### src/logic/bau_consts.svh
// Constants of the byte arithmetic unit: offsets, fields, resets, timing
`ifndef BAU_CONSTS_SVH
`define BAU_CONSTS_SVH
`define BAU_OFF_ACC      12'h0000
`define BAU_OFF_OPERAND  12'h0004
`define BAU_OFF_CTRL     12'h0008
`define BAU_OFF_FLAGS    12'h000C
`define BAU_OFF_MDREG    12'h00F0
`define BAU_FLD_CY       0
`define BAU_FLD_AC       1
`define BAU_FLD_OV       2
`define BAU_FLD_BUSY     3
`define BAU_FLD_SRC_LO   4
`define BAU_CTRL_GO      3
`define BAU_RST_BYTE     8'h00
`define BAU_DIV_STEPS    4'h8
`endif

### src/logic/bau_pkg.sv
// Types of the byte arithmetic unit
package bau_pkg;
    typedef enum logic [2:0] {
        BAU_OP_ADD  = 3'h0,
        BAU_OP_SUM_WITH_CARRY_OP = 3'h1,
        BAU_OP_DIFFERENCE_WITH_BORROW_OP = 3'h2,
        BAU_OP_MUL  = 3'h3,
        BAU_OP_DIV  = 3'h4
    } bau_op_t;
    typedef enum logic [1:0] {
        BAU_SRC_IMM = 2'h0,
        BAU_SRC_RAM = 2'h1,
        BAU_SRC_REG = 2'h2
    } bau_src_t;
    typedef enum logic [1:0] {
        BAU_ST_IDLE = 2'b01,
        BAU_ST_DIV  = 2'b10
    } bau_state_t;
    typedef struct packed {
        logic cy;
        logic ac;
        logic ov;
    } bau_flags_t;
    typedef struct packed {
        logic [11:0] paddr;
        logic        psel;
        logic        penable;
        logic        pwrite;
        logic [31:0] pwdata;
    } bau_apb_req_t;
endpackage

### src/logic/bau_unit.sv
// Byte arithmetic unit with APB register access
`timescale 1ns/10ps
`default_nettype none
`include "bau_consts.svh"

// Operation
// - Add writes the 8-bit sum of accumulator and operand back into the accumulator.
// - The second operand is an immediate, a direct RAM byte or a working register.
// - Add with carry also adds the carry flag; plain add ignores it.
// - Both adds set carry when the unsigned sum passes 8 bits and clear it otherwise.
// - Adds set the nibble carry on a carry out of bit 3 and clear it otherwise.
// - Adds set overflow when carries out of bit 7 and bit 6 differ.
// - Subtract writes accumulator minus operand minus carry into the accumulator.
// - Subtract sets carry when a borrow into bit 7 is needed.
// - Subtract sets the nibble carry when bit 3 needs a borrow.
// - Subtract sets overflow when borrows into bit 7 and bit 6 differ.
// - Multiply puts the low product byte in the accumulator and the high byte in B.
// - Multiply sets overflow above 255, clears carry, keeps the nibble carry.
// - Divide puts the quotient in the accumulator and the remainder in B.
// - Divide clears carry and overflow, but a zero divisor sets overflow.
module bau_unit
    import bau_pkg::*;
(
    // Clock and reset
    input  wire logic        I_MCLK,
    input  wire logic        I_NRST,
    // APB slave
    input  wire logic [11:0] I_PADDR,
    input  wire logic        I_PSEL,
    input  wire logic        I_PENABLE,
    input  wire logic        I_PWRITE,
    input  wire logic [31:0] I_PWDATA,
    // Operand sources
    input  wire logic [7:0]  I_RAM_BYTE,
    input  wire logic [7:0]  I_WORK_REG,
    // APB answer
    output logic [31:0]      O_PRDATA,
    output logic             O_PREADY,
    output logic             O_PSLVERR
);

    ////////////////////////////////////////////////////////////////////////
    logic [7:0]  acc_q,  acc_d;
    logic [7:0]  mdreg_q, mdreg_d;
    logic [7:0]  imm_q,  imm_d;
    bau_src_t    src_q,  src_d;
    bau_flags_t  flg_q,  flg_d;
    bau_state_t  st_q,   st_d;
    logic [3:0]  cnt_q,  cnt_d;
    logic [7:0]  rem_q,  rem_d;
    logic [7:0]  quo_q,  quo_d;
    logic [7:0]  ram_s1_q, ram_s2_q;
    logic [7:0]  reg_s1_q, reg_s2_q;
    logic [31:0] prdata_q, prdata_d;
    logic        pready_q, pready_d;
    logic        pslverr_q, pslverr_d;
    logic        done_q, done_d;

    logic [7:0]  opnd;
    logic        wr_acc, wr_op, wr_ctrl, wr_fl, wr_md, known;
    logic [8:0]  sum9;
    logic [4:0]  lo5;
    logic [7:0]  lo8;
    logic [15:0] prod;
    logic [8:0]  trial;
    logic        cin;
    bau_op_t     op;

    // Operand pins come from another domain and pass two flops first
    always_ff @(posedge I_MCLK) begin
        ram_s1_q <= I_RAM_BYTE;
        ram_s2_q <= ram_s1_q;
        reg_s1_q <= I_WORK_REG;
        reg_s2_q <= reg_s1_q;
    end

    always_comb begin
        case (src_q)
            BAU_SRC_RAM: opnd = ram_s2_q;
            BAU_SRC_REG: opnd = reg_s2_q;
            default:     opnd = imm_q;
        endcase
    end

    ////////////////////////////////////////////////////////////////////////
    // Access phase with zero wait states; writes land at penable unless a divide runs
    always_comb begin
        known   = (I_PADDR == `BAU_OFF_ACC) || (I_PADDR == `BAU_OFF_OPERAND) ||
                  (I_PADDR == `BAU_OFF_CTRL) || (I_PADDR == `BAU_OFF_FLAGS) ||
                  (I_PADDR == `BAU_OFF_MDREG);
        wr_acc  = I_PSEL && I_PENABLE && I_PWRITE && (I_PADDR == `BAU_OFF_ACC);
        wr_op   = I_PSEL && I_PENABLE && I_PWRITE && (I_PADDR == `BAU_OFF_OPERAND);
        wr_ctrl = I_PSEL && I_PENABLE && I_PWRITE && (I_PADDR == `BAU_OFF_CTRL);
        wr_fl   = I_PSEL && I_PENABLE && I_PWRITE && (I_PADDR == `BAU_OFF_FLAGS);
        wr_md   = I_PSEL && I_PENABLE && I_PWRITE && (I_PADDR == `BAU_OFF_MDREG);
        op      = bau_op_t'(I_PWDATA[2:0]);
        pready_d  = I_PSEL && !I_PENABLE;
        pslverr_d = I_PSEL && !I_PENABLE && !known;
        prdata_d  = 32'h0000_0000;
        if (I_PSEL && !I_PENABLE && !I_PWRITE) begin
            case (I_PADDR)
                `BAU_OFF_ACC:     prdata_d = {24'h00_0000, acc_q};
                `BAU_OFF_OPERAND: prdata_d = {22'h00_0000, src_q, imm_q};
                `BAU_OFF_FLAGS:   prdata_d = {28'h000_0000, st_q == BAU_ST_DIV, flg_q.ov, flg_q.ac, flg_q.cy};
                `BAU_OFF_MDREG:   prdata_d = {24'h00_0000, mdreg_q};
                default:          prdata_d = 32'h0000_0000;
            endcase
        end
    end

    ////////////////////////////////////////////////////////////////////////
    // Arithmetic core; writes while a divide runs are ignored
    always_comb begin
        acc_d   = acc_q;
        mdreg_d = mdreg_q;
        imm_d   = imm_q;
        src_d   = src_q;
        flg_d   = flg_q;
        st_d    = st_q;
        cnt_d   = cnt_q;
        rem_d   = rem_q;
        quo_d   = quo_q;
        done_d  = 1'b0;
        cin   = (op == BAU_OP_ADD) ? 1'b0 : flg_q.cy;
        sum9  = 9'h000;
        lo5   = 5'h00;
        lo8   = 8'h00;
        prod  = 16'h0000;
        trial = {rem_q, quo_q[7]} - {1'b0, mdreg_q};
        case (st_q)
            BAU_ST_IDLE: begin
                if (wr_acc) acc_d = I_PWDATA[7:0];
                if (wr_md) mdreg_d = I_PWDATA[7:0];
                if (wr_fl) begin
                    // Register bit positions, not the struct order, place each flag
                    flg_d.cy = I_PWDATA[`BAU_FLD_CY];
                    flg_d.ac = I_PWDATA[`BAU_FLD_AC];
                    flg_d.ov = I_PWDATA[`BAU_FLD_OV];
                end
                if (wr_op) begin
                    imm_d = I_PWDATA[7:0];
                    src_d = bau_src_t'(I_PWDATA[9:8]);
                end
                if (wr_ctrl && I_PWDATA[`BAU_CTRL_GO]) begin
                    case (op)
                        BAU_OP_ADD, BAU_OP_SUM_WITH_CARRY_OP: begin
                            sum9  = {1'b0, acc_q} + {1'b0, opnd} + {8'h00, cin};
                            lo5   = {1'b0, acc_q[3:0]} + {1'b0, opnd[3:0]} + {4'h0, cin};
                            lo8   = {1'b0, acc_q[6:0]} + {1'b0, opnd[6:0]} + {7'h00, cin};
                            acc_d = sum9[7:0];
                            flg_d.cy = sum9[8];
                            flg_d.ac = lo5[4];
                            // carry 7 differs from carry 6
                            flg_d.ov = sum9[8] ^ lo8[7];
                            done_d = 1'b1;
                        end
                        BAU_OP_DIFFERENCE_WITH_BORROW_OP: begin
                            sum9  = {1'b0, acc_q} - {1'b0, opnd} - {8'h00, flg_q.cy};
                            lo5   = {1'b0, acc_q[3:0]} - {1'b0, opnd[3:0]} - {4'h0, flg_q.cy};
                            lo8   = {1'b0, acc_q[6:0]} - {1'b0, opnd[6:0]} - {7'h00, flg_q.cy};
                            acc_d = sum9[7:0];
                            flg_d.cy = sum9[8];
                            flg_d.ac = lo5[4];
                            flg_d.ov = sum9[8] ^ lo8[7];
                            done_d = 1'b1;
                        end
                        BAU_OP_MUL: begin
                            // low byte to acc, high to B
                            prod    = acc_q * mdreg_q;
                            acc_d   = prod[7:0];
                            mdreg_d = prod[15:8];
                            flg_d.ov = |prod[15:8];
                            flg_d.cy = 1'b0;
                            done_d = 1'b1;
                        end
                        BAU_OP_DIV: begin
                            // zero divisor sets overflow, values left as they are
                            if (mdreg_q == `BAU_RST_BYTE) begin
                                flg_d.cy = 1'b0;
                                flg_d.ov = 1'b1;
                                done_d = 1'b1;
                            end else begin
                                st_d  = BAU_ST_DIV;
                                cnt_d = `BAU_DIV_STEPS;
                                rem_d = `BAU_RST_BYTE;
                                quo_d = acc_q;
                            end
                        end
                        default: ;
                    endcase
                end
            end
            BAU_ST_DIV: begin
                // restoring divide, one quotient bit per clock
                if (trial[8]) begin
                    rem_d = {rem_q[6:0], quo_q[7]};
                    quo_d = {quo_q[6:0], 1'b0};
                end else begin
                    rem_d = trial[7:0];
                    quo_d = {quo_q[6:0], 1'b1};
                end
                cnt_d = cnt_q - 4'h1;
                if (cnt_q == 4'h1) begin
                    // quotient, remainder and flags land together
                    acc_d    = quo_d;
                    mdreg_d  = rem_d;
                    // carry cleared with the results, not at the start
                    flg_d.cy = 1'b0;
                    flg_d.ov = 1'b0;
                    st_d     = BAU_ST_IDLE;
                    done_d   = 1'b1;
                end
            end
            default: st_d = BAU_ST_IDLE;
        endcase
    end

    ////////////////////////////////////////////////////////////////////////
    always_ff @(posedge I_MCLK) begin
        if (!I_NRST) begin
            acc_q     <= 8'h00;
            mdreg_q   <= 8'h00;
            imm_q     <= 8'h00;
            src_q     <= BAU_SRC_IMM;
            flg_q     <= 3'h0;
            st_q      <= BAU_ST_IDLE;
            cnt_q     <= 4'h0;
            rem_q     <= 8'h00;
            quo_q     <= 8'h00;
            prdata_q  <= 32'h0000_0000;
            pready_q  <= 1'b0;
            pslverr_q <= 1'b0;
            done_q    <= 1'b0;
        end else begin
            acc_q     <= acc_d;
            mdreg_q   <= mdreg_d;
            imm_q     <= imm_d;
            src_q     <= src_d;
            flg_q     <= flg_d;
            st_q      <= st_d;
            cnt_q     <= cnt_d;
            rem_q     <= rem_d;
            quo_q     <= quo_d;
            prdata_q  <= prdata_d;
            pready_q  <= pready_d;
            pslverr_q <= pslverr_d;
            done_q    <= done_d;
        end
    end

    assign O_PRDATA  = prdata_q;
    assign O_PREADY  = pready_q;
    assign O_PSLVERR = pslverr_q;
endmodule
`default_nettype wire

### config.mk
export PLATFORM = sky130hd
export DESIGN_NAME = bau_unit
export DESIGN_NICKNAME = d
export VERILOG_FILES = /design/src/logic/bau_pkg.sv /design/src/logic/bau_unit.sv
export VERILOG_INCLUDE_DIRS = /design/src /design/src/logic
export SDC_FILE = /design/constraint.sdc
export NUM_CORES = 1
export LEC_CHECK = 0
export BUFFER_PORTS_ARGS = -buffer_cell sky130_fd_sc_hd__buf_2
export CELL_PAD_IN_SITES_DETAIL_PLACEMENT = 1
export CELL_PAD_IN_SITES_GLOBAL_PLACEMENT = 1
export CORE_UTILIZATION = 45
export CTS_CLUSTER_DIAMETER = 80
export DETAILED_ROUTE_END_ITERATION = 8
export GPL_TIMING_DRIVEN = 0
export PLACE_DENSITY_LB_ADDON = 0.1
export SYNTH_ARGS = -nofsm -noshare
export SYNTH_HDL_FRONTEND = slang
export SYNTH_SLANG_ARGS = --single-unit
### constraint.sdc
create_clock -name I_MCLK -period 6.3 [get_ports I_MCLK]
set_input_delay 0.315 -clock I_MCLK [delete_from_list [all_inputs] [get_ports I_MCLK]]
set_output_delay 0.315 -clock I_MCLK [all_outputs]
set_load 0.02 [all_outputs]
# Yosys cells after proc, flatten, opt, wreduce, memory -nomap -nowiden

Index checks and enable logic that the tools add are counted.

$mul: 1
Multiplexer cells: 42
Add/sub/neg operators: 14
Reduce and logical (&&, ||, !) cells: 29
Eq/ne operators: 17
Bitwise gates (word level): 2

Operators by type and width:

| operator              | count |
|---|---|
| $mux W8               | 14 |
| $pmux W8 S2           | 5 |
| $pmux W10 S4          | 1 |
| $eq A12 B4 Y1 const B | 2 |
| $pmux W8 S3           | 1 |
| $mul A8 B8 Y16        | 1 |
| $eq A12 B3 Y1 const B | 1 |
| $eq A12 B8 Y1 const B | 1 |
| $logic_not A12 Y1     | 1 |
| $mux W4               | 3 |
| $logic_and A1 B1 Y1   | 11 |
| $add A8 B8 Y9         | 1 |
| $add A9 B1 Y9         | 1 |
| $sub A8 B8 Y9         | 1 |
| $sub A9 B1 Y9         | 1 |
| $sub A9 B8 Y9         | 1 |
| $add A7 B7 Y8         | 1 |
| $add A8 B1 Y8         | 1 |
| $logic_not A8 Y1      | 1 |
| $mux W2               | 4 |
| $pmux W1 S4           | 2 |
| $pmux W4 S2           | 1 |
| $reduce_and A4 Y1     | 2 |
| $reduce_or A8 Y1      | 1 |
| 26 further kinds      | 46 |

Input bits: 65
Logic and storage cells: 123
Output and inout bits: 34
Register bits after elaboration: 117

# Logic depth before layout (Yosys ltp)

Gate-level depths: netlist of run 1.

Word-level depth: 8
Depth in mapped cells: 18
Gate-level depth less buffers: 18

# Worst setup path before layout of run 1

Ideal clock, no wire load.

Path type: reg2reg
From: register acc_q[1]
To: register flg_q[0] (netlist bit)
Data arrival time: 4.725 ns
Buffers on the path: 0
Path slack: 1.446 ns
Stages on the path, launching flop included: 16
Library setup time: 0.129 ns
Cells stage by stage: dfxtp_1 -> clkinv_1 -> nor2_1 -> fa_1 -> fa_1 -> fa_1 -> inv_1 -> fa_1 -> inv_1 -> ha_1 -> o21a_1 -> a211oi_1 -> o21a_1 -> o2111ai_1 -> nor4_1 -> a31oi_1

Word-level cells in the longest chain between the ends: 6
Elaborated cells on any way between the ends: 15
Those cells by class: add/sub (8); mul (1); mux (3); bitwise (2); reduce/logical (1)

RTL lines:

| element                                                | line            | source |
|---|---|---|
| start: declaration                                     | bau_unit.sv:43  | `logic [7:0] acc_q, acc_d;` |
| start signal: assignment                               | bau_unit.sv:221 | `acc_q <= 8'h00;` |
| start signal: assignment                               | bau_unit.sv:235 | `acc_q <= acc_d;` |
| branches (longest 3 deep; another with $mul A8 B8 Y16) | -               |  |
| $pmux W1 S4 (*)                                        | bau_unit.sv:145 | `case (op)` |
| $mux W3 (*)                                            | bau_unit.sv:144 | `` if (wr_ctrl && I_PWDATA[`BAU_CTRL_GO]) begin `` |
| $pmux W1 S2 (*)                                        | bau_unit.sv:130 | `case (st_q)` |
| end signal: assignment                                 | bau_unit.sv:239 | `flg_q <= flg_d;` |
| end: declaration                                       | bau_unit.sv:47  | `bau_flags_t flg_q, flg_d;` |

Mark *: on every way between the ends.
A chain may end at the register's enable or synchronous reset.

# Final worst setup path of run 1

From: register acc_q[7]
To: register flg_q[0] (netlist bit)

Word-level cells in the longest chain between the ends: 6
Elaborated cells on any way between the ends: 11
Those cells by class: add/sub (4); mul (1); mux (3); bitwise (2); reduce/logical (1)

RTL lines:

| element                                                | line |
|---|---|
| branches (longest 3 deep; another with $mul A8 B8 Y16) | - |
| $pmux W1 S4 (*)                                        | bau_unit.sv:145 |
| $mux W3 (*)                                            | bau_unit.sv:144 |
| $pmux W1 S2 (*)                                        | bau_unit.sv:130 |

Marks and branches as above.

==> metrics.txt, run 1 <==
Crit Path Class=reg -> reg; CP Launch Type=flop; clk sink count=95; Syn Inst Count=931; # DRC=0; crit path max fanout=8; Max Freq=0.1668 GHz; post-cts gate resize count=0; Yosys warnings=0; worst slew pin tran=just under 1 ns; CTS root buf=clkbuf_16; number of flops mapped to enable cells by yosys=0; overall power=approximately 1.3 mW; final WL=25,270 um; worst path arrival time=6.22 ns; power density over the cells=roughly 140 nW/um^2; grt ovf=0; DR iter-0 viols=between 500 and 600; met1 GRT Util=about 38%; Fill cells=roughly 2,100; status=finished clean; I/O pins=99; Clock Path Buffers=2; final count of hold timing violations=0; Clock transition at path regs=0.08 ns; met3 Use GR=3.349%; fin nets=1,193; Final Non-Filler Cells=1,243; postcts setup bufs=0; Die Wd=133.1 um; vias per cell=~6; share of post-route cells with drive strength above 1=11.93%; Seq cells post-synth=95; CTS tree=built; required time of the critical path=about 6.5 ns; RePlAce Congestion=roughly 1.0; Sw Pwr=0.3263 mW; # setup viols final=0; via count=7,265; DP HPWL=20,030 um; drt wl/cell=20.33 um; row count=47; Reg area=1902 um^2; HP Class=in -> reg; setup_tns=0 ns; Detailed Routing Iterations Pass 1=6; RSZ-0062 raised after global routing=false; Avg Cell Area, Syn=8.308 um^2; Slew Viols, Final=0; htree depth=3; Final Cycle Share=between 90% and 100%; initial antenna violation count=0; Die ar.=about 18,000 um^2; CTS Buf Count=9; P&R area growth vs syn=12.33%; Placeable Area=16,700 um^2; Async S/R FF share, synth=0%; Synth top cells by count=104 x nor2_1, 95 x dfxtp_1, 82 x inv_1; GR peak layer=met2; Total Routing Usage GR=between 20% and 30%; Power Internal=0.9252 mW; most common cell in the synthesized netlist=nor2_1; max cap viols=0; Starting Density=between 40% and 50%; Die Ht=133.1 um; Most used DFF post-synth=dfxtp_1; Tmin final=5.994 ns; top-area cell type share of the netlist area=24.59%; global-route wire length before repair=~39,000 um; clock power share=45.4%; cts hold-fix bufs=0; Max rail drop VDD=0.1804 mV; P_leak=3.849 nW; Clk Latency, worst-skew pair=0.35 ns; largest net degree at the start of global routing=22; switching share of power=26.07%; IO Port Bufs=54; footprint of the multi-input gates=between 5000 and 6000 um^2; post-synthesis sequential area ratio=24.59%; number of global-route vias before repair=around 7,300; met2 GRT Util=about half; DRT antenna net count=0; dominant cell type by area after synthesis=dfxtp_1; Post-Synthesis Cell Area=7735 um^2; Flop pwr share=49.1%; Comb power frac=5.5%; Synth cell types=a little over 70; Layout Skew=0.008898 ns; top area cells in the synthesized netlist=dfxtp_1 25%, ha_1 11%, fa_1 11%; Inst Count DP=1,226; Max transition margin=33.77%; # diodes=0; Setup crit end kind=flop
## logic make-up (layout without fill, tap and decap cells)
kind of cell / after synthesis / after routing / synth area share, %
compound gates: 218 / 218 / 19.18
xor+xnor: 27 / 27 / 3.057
fa+ha+maj: 110 / 110 / 21.77
buf+inv: 148 / 219 / 8.444
flops: 95 / 95 / 24.59
mux: 30 / 30 / 3.915
other cells: 1 / 22 / 0.04848
simple gates: 302 / 302 / 18.99
## per-stage QoR
stage	instance area, um^2	hold WS [ns]	setup slack, ns	utilization (%)
after global placement	8359	0.3105	0.2867	50.05
after detailed placement	8359	0.3135	0.1397	50.05
after CTS	8678	0.05334	0.1129	51.96
final	8688	0.06087	0.3063	52.02
after floorplan	7814	0.3096	1.446	-
after global routing	8688	0.04922	0.1068	52.02
## per-layer routing
metal  routed length, um  vias to the layer above
li1                    -                     3395
met1               11170                     3597
met2               12080                      235
met3                1462                       38
met4                 556                        0
met5                   0                        -
## worst max-delay path: stages (launching register included)
cell and delay [ns]:
dfxtp_1 0.36, clkbuf_1 0.51, clkinv_1 0.59, nor2_1 0.31
fa_1 0.48, fa_1 0.47, fa_1 0.54, inv_1 0.05
fa_1 0.53, inv_1 0.05, ha_1 0.35, o21a_1 0.15
a211oi_2 0.48, o21a_1 0.25, o2111ai_1 0.11, nor4_1 0.49
a31oi_1 0.14
## worst paths after layout
kind	startpoint	end	slack, ns	cells after the start
max	acc_q[7]$_SDFFE_PN0P_	flg_q[0]$_SDFFE_PN0P_	0.31	16
min	I_RAM_BYTE[2]	ram_s1_q[2]$_DFF_P_	0.06	1
min reg2reg	ram_s1_q[3]$_DFF_P_	ram_s2_q[3]$_DFF_P_	0.33	0
max reg2reg	acc_q[7]$_SDFFE_PN0P_	flg_q[0]$_SDFFE_PN0P_	0.31	16
## registers in the layout, summed over array words and instances, names as in the netlist
register and count:
O_PRDATA 10, O_PREADY 1, O_PSLVERR 1, acc_q 8
cnt_q 4, flg_q 3, imm_q 8, mdreg_q 8
quo_q 8, ram_s1_q 8, ram_s2_q 8, reg_s1_q 8
reg_s2_q 8, rem_q 8, src_q 2, st_q 2
## placed cells by master, fill, tap and decap left out, drive strengths merged, types with 13 or more instances in the layout
cell    netlist  layout
nor2        104     104
dfxtp        95      95
inv          83      87
buf          29      83
nand2        69      69
ha           69      69
a21oi        56      56
fa           41      41
clkbuf       29      39
o21ai        35      35
mux2i        28      28
nor3         25      25
conb          1      22
a22oi        21      21
nand3        19      19
xnor2        15      15
nor2b        14      14
o211ai       13      13
## power groups by stage
stage	clock network (mW)	registers [mW]	logic, mW
global placement	0	0.628	0.0667
global route	0.599	0.615	0.0729
CTS	0.575	0.614	0.0673
detailed placement	0	0.629	0.0670
floorplan	0	0.628	0.0391
finish	0.568	0.614	0.0687
## final cells by class
type	instances	area share, %
inverter	90	3.888
multi-input combinational	709	60.58
sequential	95	21.89
clock inverter	7	1.080
tap	220	3.168
timing repair buffer	55	3.168
buffer	58	3.629
clock buffer	9	2.592
(Power assumes the default switching activity.)
==> run 2, diff against run 1 <==
CORE_MARGIN = 10   (was default)
==> run 2 against run 1 <==
  * First-iteration DRC count shrank 3.6%
  * Largest cell class unchanged
  * Routed wire length grew 5.4%
  * Critical endpoint unchanged
  * Largest power group unchanged
  * Clock power grew 2%
  * Worst hold slack lost 0.0059 ns
  * Fmax grew 2.9%
  * Combinational power grew 2%
  * Critical path type unchanged
  * Final area is essentially flat
==> metrics.txt, run 2 (synthesized netlist as in run 1, its figures left out) <==
Inst Count DP=around 1,200; most frequent cells in the layout=104 x nor2_1, 95 x dfxtp_1, 82 x inv_1; FF-to-FF End=flg_q[0]$_SDFFE_PN0P_; RSZ-0062 raised after global routing=false; placed inst area=8359 um^2; P&R area growth vs syn=12.39%; final WL=26,640 um; CP Launch Type=flop; # DRC=0; smallest hold slack=approximately 0.055 ns; final instance area=between 8000 and 9000 um^2; Hold Startpoint=I_RAM_BYTE[2]; Layout Skew=0.008113 ns; CTS tree=built; commonest non-fill, non-tap cell in the layout=nor2_1; Final Cycle Share=92.44%; Clk Latency, worst-skew pair=0.36 ns; worst path arrival time=6.06 ns; final count of hold timing violations=0; RePlAce Congestion=0.9527; max cap viols=0; Placement Setup Slack=approximately 0.21 ns; Total Routing Usage GR=23.24%; Tmin final=5.823 ns; largest net degree at the start of global routing=22; Slew Viols, Final=0; Final Non-Filler Cells=1,242; Detailed Routing Iterations Pass 1=5; HP Class=in -> reg; DRT antenna net count=0; # setup viols final=0; htree depth=3; Die Wd=151.1 um; Worst Reg-to-Reg Cells=16; # diodes=0; clk sink count=95; Max Freq=roughly 0.17 GHz; fin nets=about 1,200; worst slew pin tran=between 0.9 and 1 ns; crit path max fanout=8; DP HPWL=20,980 um; Clock transition at path regs=0.08 ns; postcts setup bufs=0; Placeable Area=between 15,000 and 20,000 um^2; DR iter-0 viols=529; P_leak=3.845 nW; IO Port Bufs=54; Die ar.=22,830 um^2; grt ovf=0; global-route wire length before repair=roughly 41,000 um; Max rail drop VDD=0.1885 mV; Die Ht=~150 um; cts hold-fix bufs=0; worst r2r src=acc_q[7]$_SDFFE_PN0P_; setup_tns=0 ns; Crit Path Class=reg -> reg; Setup crit end kind=flop; CTS root buf=clkbuf_16; Starting Density=46.31%; number of global-route vias before repair=7,368; r2r setup slk=between 0.4 and 0.5 ns; share of post-route cells with drive strength above 1=12.04%; required time of the critical path=between 6 and 7 ns; max FFs per register=10; row count=47; Hold Path End=ram_s1_q[2]$_DFF_P_; I/O pins=99; Fill cells=around 2,100; Hold Path Cell Cnt=1; Setup WS post-layout=0.4765 ns; Clock Path Buffers=2; via count=between 7,000 and 8,000; Max transition margin=34.52%; CTS Buf Count=9; status=finished clean; vias per cell=5.880; initial antenna violation count=0; drt wl/cell=roughly 21 um; power density over the cells=145.3 nW/um^2
[run 2: cell types whose count changed in the layout (fill, tap and decap cells not counted), sizes merged]
cell,change
clkbuf,-1
clkinv,-1
clkinvlp,+1
[run 2: through the flow]
stage	util, %	power, mW
final	52.05	1.263
after global routing	52.05	1.298
after CTS	51.96	1.264
after detailed placement	50.05	0.6962
after global placement	50.05	0.6942
after floorplan	-	0.6670
[run 2: how the worst max path moves through the flow]
| stage | from | endpoint | slack, ns | cells after the start |
|---|---|---|---|---|
| 2_1_floorplan | acc_q[1]$_SDFFE_PN0P_ | flg_q[0]$_SDFFE_PN0P_ | 1.45 | 15 |
| 3_3_place_gp | acc_q[1]$_SDFFE_PN0P_ | flg_q[0]$_SDFFE_PN0P_ | 0.31 | 15 |
| 3_5_place_dp | acc_q[7]$_SDFFE_PN0P_ | flg_q[0]$_SDFFE_PN0P_ | 0.21 | 16 |
| 4_1_cts | acc_q[7]$_SDFFE_PN0P_ | flg_q[0]$_SDFFE_PN0P_ | 0.16 | 16 |
| 5_1_grt | acc_q[7]$_SDFFE_PN0P_ | flg_q[0]$_SDFFE_PN0P_ | 0.28 | 16 |
| 6_report | acc_q[7]$_SDFFE_PN0P_ | flg_q[0]$_SDFFE_PN0P_ | 0.48 | 16 |
[run 2: worst max-delay path, stage by stage (launching register included)]
cell,delay (ns)
dfxtp_1,0.36
clkbuf_1,0.57
clkinvlp_4,0.53
nor2_1,0.23
fa_1,0.46
fa_1,0.49
fa_1,0.56
inv_1,0.06
fa_1,0.53
inv_1,0.04
ha_1,0.34
o21a_1,0.16
a211oi_2,0.45
o21a_1,0.24
o2111ai_1,0.12
nor4_1,0.40
a31oi_1,0.13
[run 2: repair_timing]
| item | CTS | global route |
|---|---|---|
| endpoints found under the hold margin | 0 | 0 |
| gates resized for setup | 0 | 2 |
| setup endpoints to repair | 0 | 1 |
[run 2: final cells by class]
type	count	area (um^2)	area share (%)
clock buffer	9	225.2	2.591
inverter	90	341.6	3.929
multi-input combinational	709	5270	60.62
tap	220	275.3	3.166
buffer	58	315.3	3.627
timing repair buffer	54	270.3	3.109
clock inverter	7	93.84	1.079
sequential	95	1902	21.88
[run 2: layer usage]
metal	vias to the layer above	GRT usage [%]	share of wire, %	wire (um)
met3	38	4.266	6.6	1746
met4	0	6.064	2.1	554
met1	3644	30.37	44	11690
li1	3401	-	-	-
met5	-	0	0	0
met2	220	38.61	47	12640
[run 2: power by group]
part	internal (mW)	total [mW]	leakage [nW]	switching, mW
sequential	0.611	0.614	0.778	0.00296
clock	0.289	0.579	0.154	0.289
combinational	0.0249	0.0704	2.91	0.0455
total	0.925	1.26	3.84	0.338
